===== config.mk =====
export PLATFORM = sky130hd
export DESIGN_NAME = gpx_pin_crossbar
export DESIGN_NICKNAME = d
export VERILOG_FILES = /design/src/core/gpx_pkg.sv /design/src/core/gpx_pin_crossbar.sv
export SDC_FILE = /design/constraint.sdc
export NUM_CORES = 1
export LEC_CHECK = 0
export BUFFER_PORTS_ARGS = -buffer_cell sky130_fd_sc_hd__buf_4
export CAP_MARGIN = 20
export CORE_ASPECT_RATIO = 0.6
export CORE_MARGIN = 2
export CORE_UTILIZATION = 50
export CTS_CLUSTER_DIAMETER = 40
export DETAILED_ROUTE_END_ITERATION = 10
export PLACE_DENSITY = 0.85
export SYNTH_ARGS = -nofsm -noshare
export SYNTH_HDL_FRONTEND = slang
export SYNTH_SLANG_ARGS = --single-unit

===== constraint.sdc =====
create_clock -name i_clk -period 3.6 [get_ports i_clk]
set_input_delay 1.08 -clock i_clk [delete_from_list [all_inputs] [get_ports i_clk]]
set_output_delay 1.08 -clock i_clk [all_outputs]
set_load 0.05 [all_outputs]

===== src/core/gpx_pkg.sv =====
// Purpose : Shared constants for the GPIO pin crossbar block.
// Assumes : One 8-pin port, six digital and two analog pin users.
// Notes   : Index 0 of every peripheral vector has the highest priority.
package gpx_pkg;
   localparam int NUM_PINS = 8;
   localparam int NUM_DIG  = 6;

   // ************************************************************
   // Register map (byte offsets)
   // ************************************************************
   localparam logic [7:0] OFS_DATA   = 8'h00;
   localparam logic [7:0] OFS_DIR    = 8'h04;
   localparam logic [7:0] OFS_FEAT   = 8'h08;
   localparam logic [7:0] OFS_STATUS = 8'h0C;

   // ************************************************************
   // Feature and status register fields and codes
   // ************************************************************
   localparam int FEAT_ADDR_LSB = 0;
   localparam int FEAT_GRP_BIT  = 3;
   localparam int FEAT_CODE_LSB = 4;
   localparam int STAT_ANA_LSB  = 8;
   localparam logic [2:0] FC_OUT_NORM = 3'h0;
   localparam logic [2:0] FC_OUT_HIGH = 3'h1;
   localparam logic [2:0] FC_IN_NOPULL = 3'h2;
   localparam logic [2:0] FC_IN_PULLUP = 3'h3;
   localparam logic [2:0] FC_IN_PULLDN = 3'h4;
   localparam logic [2:0] FC_IN_OFF    = 3'h5;

   // ************************************************************
   // Reset values
   // ************************************************************
   localparam logic [7:0] RST_DATA = 8'h00;
   localparam logic [7:0] RST_DIR  = 8'h00;
   localparam logic [2:0] RST_OUT_FEAT = FC_OUT_NORM;
   localparam logic [2:0] RST_IN_FEAT  = FC_IN_NOPULL;

   // ************************************************************
   // Pin map: {pwm, two_wire, debug, spi_slave, spi_master, lf_osc}
   // ************************************************************
   localparam logic [NUM_DIG-1:0][7:0] DIG_PIN_MASK =
      {8'h48, 8'h60, 8'h7C, 8'h3C, 8'h1C, 8'h02};
   localparam logic [NUM_DIG-1:0][7:0] DIG_OUT_MASK =
      {8'h48, 8'h00, 8'h60, 8'h10, 8'h0C, 8'h00};
   localparam logic [NUM_DIG-1:0][7:0] DIG_IO_MASK =
      {8'h00, 8'h60, 8'h00, 8'h00, 8'h00, 8'h00};
   localparam logic [7:0] ANA_CAP_MASK = 8'h7F;
   localparam int TX_PIN   = 5;
   localparam int RX_PIN   = 6;
   localparam int REF0_PIN = 0;
   localparam int REF1_PIN = 6;
   localparam int LF_DIG   = 0;

   // ************************************************************
   // Low-frequency oscillator pin modes
   // ************************************************************
   localparam logic [2:0] LF_XTAL    = 3'h0;
   localparam logic [2:0] LF_ANA_CLK = 3'h3;
   localparam logic [2:0] LF_DIG_CLK = 3'h4;
   localparam logic [7:0] LF_XTAL_PINS = 8'h03;
   localparam logic [7:0] LF_ANA_PINS  = 8'h02;
endpackage : gpx_pkg


===== src/core/gpx_pin_crossbar.sv =====
// Purpose : GPIO registers, peripheral pin router and pad control.
// Assumes : Peripheral enables come from logic on i_clk; pads do not.
// Notes   : AHB-Lite slave, zero wait states, always OKAY.
`timescale 1ns/10ps
`default_nettype none

module gpx_pin_crossbar
   import gpx_pkg::*;
(
   input  wire logic                      i_clk,         // System clock
   input  wire logic                      i_rst,         // Sync reset
   input  wire logic                      i_hsel,        // Slave select
   input  wire logic [31:0]               i_haddr,       // Byte address
   input  wire logic [1:0]                i_htrans,      // Transfer type
   input  wire logic                      i_hwrite,      // Write access
   input  wire logic [2:0]                i_hsize,       // Access size
   input  wire logic [31:0]               i_hwdata,      // Write data
   input  wire logic                      i_hready,      // Bus ready
   output logic [31:0]                    o_hrdata,      // Read data
   output logic                           o_hreadyout,   // Slave ready
   output logic                           o_hresp,       // Response
   input  wire logic [gpx_pkg::NUM_PINS-1:0] i_pad_in,   // Pad levels
   output logic [gpx_pkg::NUM_PINS-1:0]   o_pad_out,     // Pad drive value
   output logic [gpx_pkg::NUM_PINS-1:0]   o_pad_oe_n,    // Drive enable, low
   output logic [gpx_pkg::NUM_PINS-1:0]   o_pad_hidrive, // High drive
   output logic [gpx_pkg::NUM_PINS-1:0]   o_pad_pullup,  // Pull-up on
   output logic [gpx_pkg::NUM_PINS-1:0]   o_pad_pulldn,  // Pull-down on
   output logic [gpx_pkg::NUM_PINS-1:0]   o_pad_inbuf,   // Input buffer on
   input  wire logic [gpx_pkg::NUM_DIG-1:0] i_dig_en,    // Peripheral enables
   input  wire logic [gpx_pkg::NUM_DIG*8-1:0] i_dig_out, // Peripheral outputs
   input  wire logic [gpx_pkg::NUM_DIG*8-1:0] i_dig_oe,  // Inout drive wish
   output logic [gpx_pkg::NUM_DIG*8-1:0]  o_dig_in,      // Peripheral inputs
   output logic [gpx_pkg::NUM_DIG-1:0]    o_dig_grant,   // Granted users
   input  wire logic                      i_uart_txd,    // Serial transmit
   output logic                           o_uart_rxd,    // Serial receive
   input  wire logic                      i_lf_en,       // Osc enable
   input  wire logic [2:0]                i_lf_mode,     // Osc pin mode
   input  wire logic                      i_conv_en,     // Converter enable
   input  wire logic                      i_comp_en,     // Comparator enable
   input  wire logic [2:0]                i_conv_chsel,  // Channel select
   input  wire logic [1:0]                i_conv_refsel, // Reference select
   output logic [gpx_pkg::NUM_PINS-1:0]   o_ana_lf,      // Osc analog switch
   output logic [gpx_pkg::NUM_PINS-1:0]   o_ana_conv     // Converter switch
);
   import gpx_pkg::*;

   // ************************************************************
   // Storage
   // ************************************************************
   logic [7:0]            data_r;
   logic [7:0]            dir_r;
   logic [NUM_PINS-1:0][2:0] out_feat_r;
   logic [NUM_PINS-1:0][2:0] in_feat_r;
   logic [2:0]            feat_addr_r;
   logic                  feat_grp_r;
   logic [7:0]            pad_s1_r;
   logic [7:0]            pad_s2_r;
   logic [7:0]            owned_r;
   logic                  wr_pend_r;
   logic [7:0]            wr_ofs_r;

   // ************************************************************
   // Grant and pin decode
   // ************************************************************
   logic [NUM_DIG-1:0]    dig_req;
   logic [NUM_DIG-1:0]    grant_c;
   logic [7:0]            own_c;
   logic [7:0]            dout_c;
   logic [7:0]            doe_c;
   logic [7:0]            lf_pins_c;
   logic [7:0]            conv_pins_c;

   // Overlap between two pin masks
   function automatic logic f_ovl(input logic [7:0] a, input logic [7:0] b);
      f_ovl = |(a & b);
   endfunction : f_ovl

   // Feature of one pin for one group
   function automatic logic [2:0] f_feat(input logic [2:0] idx,
                                         input logic       grp,
                                         input logic [NUM_PINS-1:0][2:0] o,
                                         input logic [NUM_PINS-1:0][2:0] i);
      f_feat = grp ? o[idx] : i[idx];
   endfunction : f_feat

   // Oscillator digital clock mode counts as a digital request
   always_comb begin
      dig_req = i_dig_en;
      dig_req[LF_DIG] = i_lf_en && (i_lf_mode == LF_DIG_CLK);
   end

   // Priority resolution, whole request or nothing
   genvar gk;
   generate
      for (gk = 0; gk < NUM_DIG; gk++) begin : g_grant
         always_comb begin
            grant_c[gk] = dig_req[gk];
            for (int h = 0; h < gk; h++) begin
               if (dig_req[h] && f_ovl(DIG_PIN_MASK[h], DIG_PIN_MASK[gk]))
                  grant_c[gk] = 1'b0;
            end
         end
      end
   endgenerate

   // Pin ownership and drive from granted users
   always_comb begin
      own_c  = 8'h00;
      dout_c = 8'h00;
      doe_c  = 8'h00;
      for (int k = 0; k < NUM_DIG; k++) begin
         if (grant_c[k]) begin
            own_c  = own_c | DIG_PIN_MASK[k];
            dout_c = dout_c | (i_dig_out[k*8 +: 8] & DIG_PIN_MASK[k]);
            doe_c  = doe_c | DIG_OUT_MASK[k]
                   | (DIG_IO_MASK[k] & i_dig_oe[k*8 +: 8]);
         end
      end
   end

   // Analog requests, oscillator before converter
   always_comb begin
      lf_pins_c   = 8'h00;
      conv_pins_c = 8'h00;
      if (i_lf_en && i_lf_mode == LF_XTAL)
         lf_pins_c = LF_XTAL_PINS;
      else if (i_lf_en && i_lf_mode == LF_ANA_CLK)
         lf_pins_c = LF_ANA_PINS;
      if (i_conv_en || i_comp_en) begin
         conv_pins_c = 8'h01 << i_conv_chsel;
         if (i_conv_refsel == 2'h1)
            conv_pins_c[REF0_PIN] = 1'b1;
         else if (i_conv_refsel == 2'h2)
            conv_pins_c[REF1_PIN] = 1'b1;
      end
      conv_pins_c = conv_pins_c & ANA_CAP_MASK & ~lf_pins_c;
   end

   // ************************************************************
   // Pad synchroniser
   // ************************************************************
   // Two stages before any pad level is used
   always_ff @(posedge i_clk) begin
      if (i_rst) begin
         pad_s1_r <= 8'h00;
         pad_s2_r <= 8'h00;
      end else begin
         pad_s1_r <= i_pad_in;
         pad_s2_r <= pad_s1_r;
      end
   end

   // ************************************************************
   // AHB-Lite slave
   // ************************************************************
   logic       aphase;
   logic [7:0] aofs;
   logic [2:0] wr_addr;
   logic       wr_grp;
   logic [2:0] wr_code;
   assign aphase  = i_hsel && i_htrans[1] && i_hready;
   assign aofs    = i_haddr[7:0];
   assign wr_addr = i_hwdata[FEAT_ADDR_LSB +: 3];
   assign wr_grp  = i_hwdata[FEAT_GRP_BIT];
   assign wr_code = i_hwdata[FEAT_CODE_LSB +: 3];

   // Address phase capture, read data ready for the data phase
   always_ff @(posedge i_clk) begin
      if (i_rst) begin
         wr_pend_r   <= 1'b0;
         wr_ofs_r    <= 8'h00;
         o_hrdata    <= 32'h0000_0000;
         o_hreadyout <= 1'b1;
         o_hresp     <= 1'b0;
      end else begin
         wr_pend_r   <= aphase && i_hwrite && (i_haddr[31:8] == 24'h000000);
         wr_ofs_r    <= aofs;
         o_hreadyout <= 1'b1;
         o_hresp     <= 1'b0;
         o_hrdata    <= 32'h0000_0000;
         if (aphase && !i_hwrite && i_haddr[31:8] == 24'h000000) begin
            unique case (aofs)
               OFS_DATA:   o_hrdata <= {24'h000000, pad_s2_r};
               OFS_DIR:    o_hrdata <= {24'h000000, dir_r};
               OFS_FEAT:   o_hrdata <= {25'h0,
                              f_feat(feat_addr_r, feat_grp_r,
                                     out_feat_r, in_feat_r),
                              feat_grp_r, feat_addr_r};
               OFS_STATUS: o_hrdata <= {16'h0000, own_c,
                              2'h0, grant_c};
               default:    o_hrdata <= 32'h0000_0000;
            endcase
         end
      end
   end

   // Whole-port data and direction writes
   always_ff @(posedge i_clk) begin
      if (i_rst) begin
         data_r <= RST_DATA;
         dir_r  <= RST_DIR;
      end else if (wr_pend_r) begin
         if (wr_ofs_r == OFS_DATA)
            data_r <= i_hwdata[7:0];
         if (wr_ofs_r == OFS_DIR)
            dir_r <= i_hwdata[7:0];
      end
   end

   // One pin per feature write; mismatched group and code ignored
   always_ff @(posedge i_clk) begin
      if (i_rst) begin
         feat_addr_r <= 3'h0;
         feat_grp_r  <= 1'b0;
         for (int p = 0; p < NUM_PINS; p++) begin
            out_feat_r[p] <= RST_OUT_FEAT;
            in_feat_r[p]  <= RST_IN_FEAT;
         end
      end else if (wr_pend_r && wr_ofs_r == OFS_FEAT) begin
         feat_addr_r <= wr_addr;
         feat_grp_r  <= wr_grp;
         if (wr_grp && wr_code <= FC_OUT_HIGH)
            out_feat_r[wr_addr] <= wr_code;
         else if (!wr_grp && wr_code >= FC_IN_NOPULL
                  && wr_code <= FC_IN_OFF)
            in_feat_r[wr_addr] <= wr_code;
      end
   end

   // ************************************************************
   // Pad control
   // ************************************************************
   logic [7:0] out_nxt;
   logic [7:0] oe_n_nxt;
   logic [7:0] hid_nxt;
   logic [7:0] pu_nxt;
   logic [7:0] pd_nxt;
   logic [7:0] ib_nxt;

   // Owner picks pad settings; analog use changes none of them
   always_comb begin
      for (int p = 0; p < NUM_PINS; p++) begin
         if (own_c[p]) begin
            out_nxt[p]  = dout_c[p];
            oe_n_nxt[p] = !doe_c[p];
            hid_nxt[p]  = 1'b0;
            pu_nxt[p]   = 1'b0;
            pd_nxt[p]   = 1'b0;
            ib_nxt[p]   = 1'b1;
         end else begin
            out_nxt[p]  = data_r[p];
            oe_n_nxt[p] = !dir_r[p];
            hid_nxt[p]  = dir_r[p] && out_feat_r[p] == FC_OUT_HIGH;
            pu_nxt[p]   = !dir_r[p] && in_feat_r[p] == FC_IN_PULLUP;
            pd_nxt[p]   = !dir_r[p] && in_feat_r[p] == FC_IN_PULLDN;
            ib_nxt[p]   = in_feat_r[p] != FC_IN_OFF;
         end
      end
      if (!own_c[TX_PIN])
         out_nxt[TX_PIN] = data_r[TX_PIN] & i_uart_txd;
   end

   // Registered pad and analog switch outputs
   always_ff @(posedge i_clk) begin
      if (i_rst) begin
         o_pad_out     <= 8'h00;
         o_pad_oe_n    <= 8'hFF;
         o_pad_hidrive <= 8'h00;
         o_pad_pullup  <= 8'h00;
         o_pad_pulldn  <= 8'h00;
         o_pad_inbuf   <= 8'hFF;
         o_ana_lf      <= 8'h00;
         o_ana_conv    <= 8'h00;
         owned_r       <= 8'h00;
      end else begin
         o_pad_out     <= out_nxt;
         o_pad_oe_n    <= oe_n_nxt;
         o_pad_hidrive <= hid_nxt;
         o_pad_pullup  <= pu_nxt;
         o_pad_pulldn  <= pd_nxt;
         o_pad_inbuf   <= ib_nxt;
         o_ana_lf      <= lf_pins_c;
         o_ana_conv    <= conv_pins_c;
         owned_r       <= own_c;
      end
   end

   // Inputs to peripherals and serial receiver
   always_ff @(posedge i_clk) begin
      if (i_rst) begin
         o_dig_in    <= '0;
         o_dig_grant <= '0;
         o_uart_rxd  <= 1'b1;
      end else begin
         o_dig_grant <= grant_c;
         for (int k = 0; k < NUM_DIG; k++)
            o_dig_in[k*8 +: 8] <= grant_c[k] ?
               (pad_s2_r & DIG_PIN_MASK[k] & ~DIG_OUT_MASK[k]) : 8'h00;
         o_uart_rxd <= (!own_c[RX_PIN] && !dir_r[RX_PIN]) ?
                       pad_s2_r[RX_PIN] : 1'b1;
      end
   end

   // ************************************************************
   // Assertions
   // ************************************************************
   AST_RESET_INPUT: assert property (@(posedge i_clk)
      $past(i_rst) |-> (o_pad_oe_n == 8'hFF && o_pad_inbuf == 8'hFF))
      else $error("pins not inputs after reset");

   AST_SLAVE_LOSES: assert property (@(posedge i_clk)
      disable iff (i_rst) (i_dig_en[1] && i_dig_en[2]) |=> !o_dig_grant[2])
      else $error("lower priority peripheral granted");

   AST_ALL_PINS: assert property (@(posedge i_clk)
      disable iff (i_rst) o_dig_grant[3] |-> ((owned_r & DIG_PIN_MASK[3])
      == DIG_PIN_MASK[3])) else $error("partial grant");

   AST_GPIO_DRIVE: assert property (@(posedge i_clk)
      disable iff (i_rst) (dir_r[0] && !own_c[0]) |=> (!o_pad_oe_n[0] &&
                                   o_pad_out[0] == $past(data_r[0])))
      else $error("gpio output not driven");

   AST_TX_AND: assert property (@(posedge i_clk)
      disable iff (i_rst) (!own_c[TX_PIN] && dir_r[TX_PIN]) |=>
      o_pad_out[TX_PIN] == ($past(data_r[TX_PIN]) & $past(i_uart_txd)))
      else $error("transmit merge wrong");

   AST_ANA_IDLE: assert property (@(posedge i_clk)
      disable iff (i_rst) !(i_conv_en || i_comp_en) |=> o_ana_conv == 8'h00)
      else $error("converter pins without request");

   AST_ANA_PRIO: assert property (@(posedge i_clk)
      disable iff (i_rst) (o_ana_conv & o_ana_lf) == 8'h00)
      else $error("analog pin shared");

   AST_DIR_WRITE: assert property (@(posedge i_clk)
      disable iff (i_rst) (aphase && i_hwrite && aofs == OFS_DIR
      && i_haddr[31:8] == 24'h0) ##1 1'b1 |=> dir_r == $past(i_hwdata[7:0]))
      else $error("direction write lost");

   AST_FEAT_WRITE: assert property (@(posedge i_clk)
      disable iff (i_rst) (wr_pend_r && wr_ofs_r == OFS_FEAT && wr_grp
       && wr_code == FC_OUT_HIGH) |=> out_feat_r[$past(wr_addr)]
       == FC_OUT_HIGH)
      else $error("feature write lost");
endmodule : gpx_pin_crossbar

`default_nettype wire


==> run summary <==
TritonCTS Buffers -> 17
Worst Path Max Fanout -> 16
Finished Layout Cells -> 1104
Core footprint -> 14420 um2
Final hold slack -> 436.7 ps
Root Buffer Master -> clkbuf_16
Number of post-CTS setup repair buffers -> 0
Share of cells above drive strength 1 -> 0.2781
Final routed DRC violation total -> 0
Synth Area in Compound Gates -> 0.07824
Slew Limit Fails -> 0
# diodes -> 0
P_leak -> 3.742 nW
Endpoints failing hold -> 0
Slowest-stage cell, CP -> or4_1
NumNets Final -> 1089
Hpwl dp -> 15590 um
Worst setup SP type -> flop
Area delta synth->final -> 25.00%
CP Capture Type -> flop
Post-synthesis mux area share -> 0.09423
Post-CTS resize count -> 0
XOR/XNOR Fraction of Synth Area -> 0.002381
Final ANT Viol Nets -> 0
Post-synth cell types -> 54
Unrepaired setup endpoints after global routing -> no
Clock buffer depth -> 2
Max cap viols -> 0
Largest net degree at the start of global routing -> 49
Reg2Reg Setup Slack -> 1000 ps
Global route total overflow -> 0
Peak supply drop -> 282.2 uV
Synth area leader -> dfxtp_1
Gpl congestion -> 0.9448
Vias in the first global route -> 5839
Ys async rst share -> 0
Die H -> 97.95 um
WL/cell -> 19.39 um
Post-Place Cells -> 1072
Placement Setup Slack -> 783.8 ps
Die Width -> 160.6 um
Clk sinks -> 180
Starting density of the core -> 0.5101
Io pins -> 349
Largest stage delay on the critical path -> 830 ps
Synth Flop Type -> dfxtp_1
Total power -> 4.367 mW
Worst min path class -> flop to flop
Die area -> 15730 um2
CP top delay family -> simple AND/OR/NAND/NOR gates
TritonRoute pass-1 iters -> 6
Final Cell Area -> 9195 um2
Setup violators final -> 0
Rows -> 34
First-pass GRT wire length -> 32290 um
Critical path class -> flop to flop
Cell Chain, Critical Path -> or4b_1, or4_1, buf_4, o31ai_1, a21oi_1
F_max -> 384.7 MHz
Seq/Total Area, Yosys -> 0.4899
GRT Total Usage -> 0.2699
H-tree depth -> 4
Initial antenna violation count -> 0
Synth Cell Area -> 7356 um2
Cell Area, Placed -> 8576 um2
Final min period -> 2600 ps
Clock transition at path regs -> 70 ps
Vias per Instance -> 5.687
Post-Syn Instances -> 738
Adder-cell share of the synthesized area -> 0
PwrDens -> 474.9 nW/um2
Detailed Route WL -> 21400 um
Post-Synth Simple-Gate Area -> 0.2378
Final WS setup -> 1000 ps
Post-synth EDFFs -> 0
Area contributors post-synth -> dfxtp_1 (49%), buf_4 (6.7%), mux4_2 (4.9%)
TNS Setup -> 0 ps
Status -> finished clean
Largest family of logic cells by synthesized area -> simple AND/OR/NAND/NOR gates
Crit path required time -> 3910 ps
Final Util -> 0.6376
Worst Tran Pin Value -> 1017 ps
Clock Skew -> 13.42 ps
CTS Hold Bufs -> 0
Flops & latches, synth -> 180
Critical Path AT -> 2910 ps
Worst rel slew slack -> 0.3125
CTS tree -> done
IO buf count -> 177
Fin crit share -> 0.7221
Skew-Pair Late Insertion Delay -> 440 ps
DRT iter0 DRCs -> 814
Ys Warns -> 0
Syn Area/Cell -> 9.967 um2
Buffer and inverter count on the worst path -> 1
Synth top area share -> 0.4899
Via count -> 6278
==> cell type report <==
type | count | area [um2]
Clock inverter | 14 | 180.2
Sequential cell | 180 | 3603
Clock buffer | 18 | 439.2
Timing Repair Buffer | 190 | 1426
Inverter | 5 | 18.77
Fill cell | 1151 | 5226
Tap cell | 198 | 247.7
Multi-Input combinational cell | 499 | 3279
==> state kept, by name, indices dropped and copies added (netlist names), 10 cells and up <==
signal	count
o_dig_in	10
out_feat_r	24
in_feat_r	24
o_hrdata	13
==> path summary, 6_finish.rpt <==
check                         start                    endpoint  depth (start not counted)
max reg2reg  wr_ofs_r[4]$_SDFF_PP0_  in_feat_r[14]$_SDFFE_PP0P_                          5
max          wr_ofs_r[4]$_SDFF_PP0_  in_feat_r[14]$_SDFFE_PP0P_                          5
min reg2reg  pad_s1_r[1]$_SDFF_PP0_      pad_s2_r[1]$_SDFF_PP0_                          1
min          pad_s1_r[1]$_SDFF_PP0_      pad_s2_r[1]$_SDFF_PP0_                          1
==> routing by layer <==
layer / vias up / GRT usage / routed length, um
met5: - / 0 / 25
met4: 2 / 0.1157 / 685
met3: 50 / 0.08156 / 2835
met2: 465 / 0.4032 / 9169
met1: 2912 / 0.3649 / 8687
li1: 2849 / - / -
==> kinds of logic (layout without fill, tap and decap cells) <==
logic type                Yosys count  count (layout)
and+or+nand+nor                   294             294
DFF                               180             180
buffers and inverters             122             227
AOI/OAI and AO/OA                  89              89
muxes                              49              49
other                               2              65
xor gates and xnor gates            2               2
==> cells in the final DEF, fill, tap and decap left out, types with 4 or more instances in the layout <==
| master | count |
|---|---|
| nor3_1 | 22 |
| nand2b_1 | 16 |
| inv_1 | 5 |
| nor3b_1 | 19 |
| clkinv_8 | 6 |
| and2_1 | 6 |
| mux2i_1 | 31 |
| nand3b_1 | 4 |
| nand4b_1 | 4 |
| mux4_2 | 16 |
| buf_4 | 190 |
| dfxtp_1 | 180 |
| o21ai_0 | 6 |
| and4_1 | 5 |
| or3b_2 | 5 |
| o31ai_1 | 32 |
| conb_1 | 65 |
| nand3_1 | 12 |
| and3_1 | 10 |
| nor4b_1 | 6 |
| nor2b_1 | 36 |
| nor2_1 | 48 |
| a21oi_1 | 33 |
| nand4_1 | 25 |
| nor4_1 | 20 |
| clkbuf_16 | 17 |
| or4_1 | 10 |
| nand2_1 | 28 |
==> power breakdown <==
group,leakage [nW],internal (mW),switching [mW]
Clock,0.299,0.963,0.913
Sequential,1.46,2.02,0.00913
Combinational,1.98,0.123,0.343
==> cell usage after synthesis (4+ instances only) <==
| cell | count |
|---|---|
| nand4_1 | 25 |
| o31ai_1 | 32 |
| nand4b_1 | 4 |
| nand3b_1 | 4 |
| nor3_1 | 22 |
| nor2b_1 | 36 |
| o21ai_0 | 6 |
| buf_1 | 4 |
| a21oi_1 | 33 |
| mux2i_1 | 31 |
| buf_4 | 66 |
| or3b_2 | 5 |
| nand2_1 | 28 |
| clkbuf_1 | 44 |
| nor3b_1 | 19 |
| nand3_1 | 12 |
| nor4b_1 | 6 |
| nor4_1 | 20 |
| and3_1 | 10 |
| and2_1 | 6 |
| inv_1 | 5 |
| dfxtp_1 | 180 |
| and4_1 | 5 |
| or4_1 | 10 |
| nor2_1 | 48 |
| nand2b_1 | 16 |
| mux4_2 | 16 |
==> worst register-to-register path: cells and delay by family, from the launching register on <==
kind | cells | cell delay, ps
buf+inv | 1 | 300
simple gates | 2 | 1510
flops | 1 | 300
compound gates | 2 | 370
Note: power is estimated with default switching activity, not from simulation.
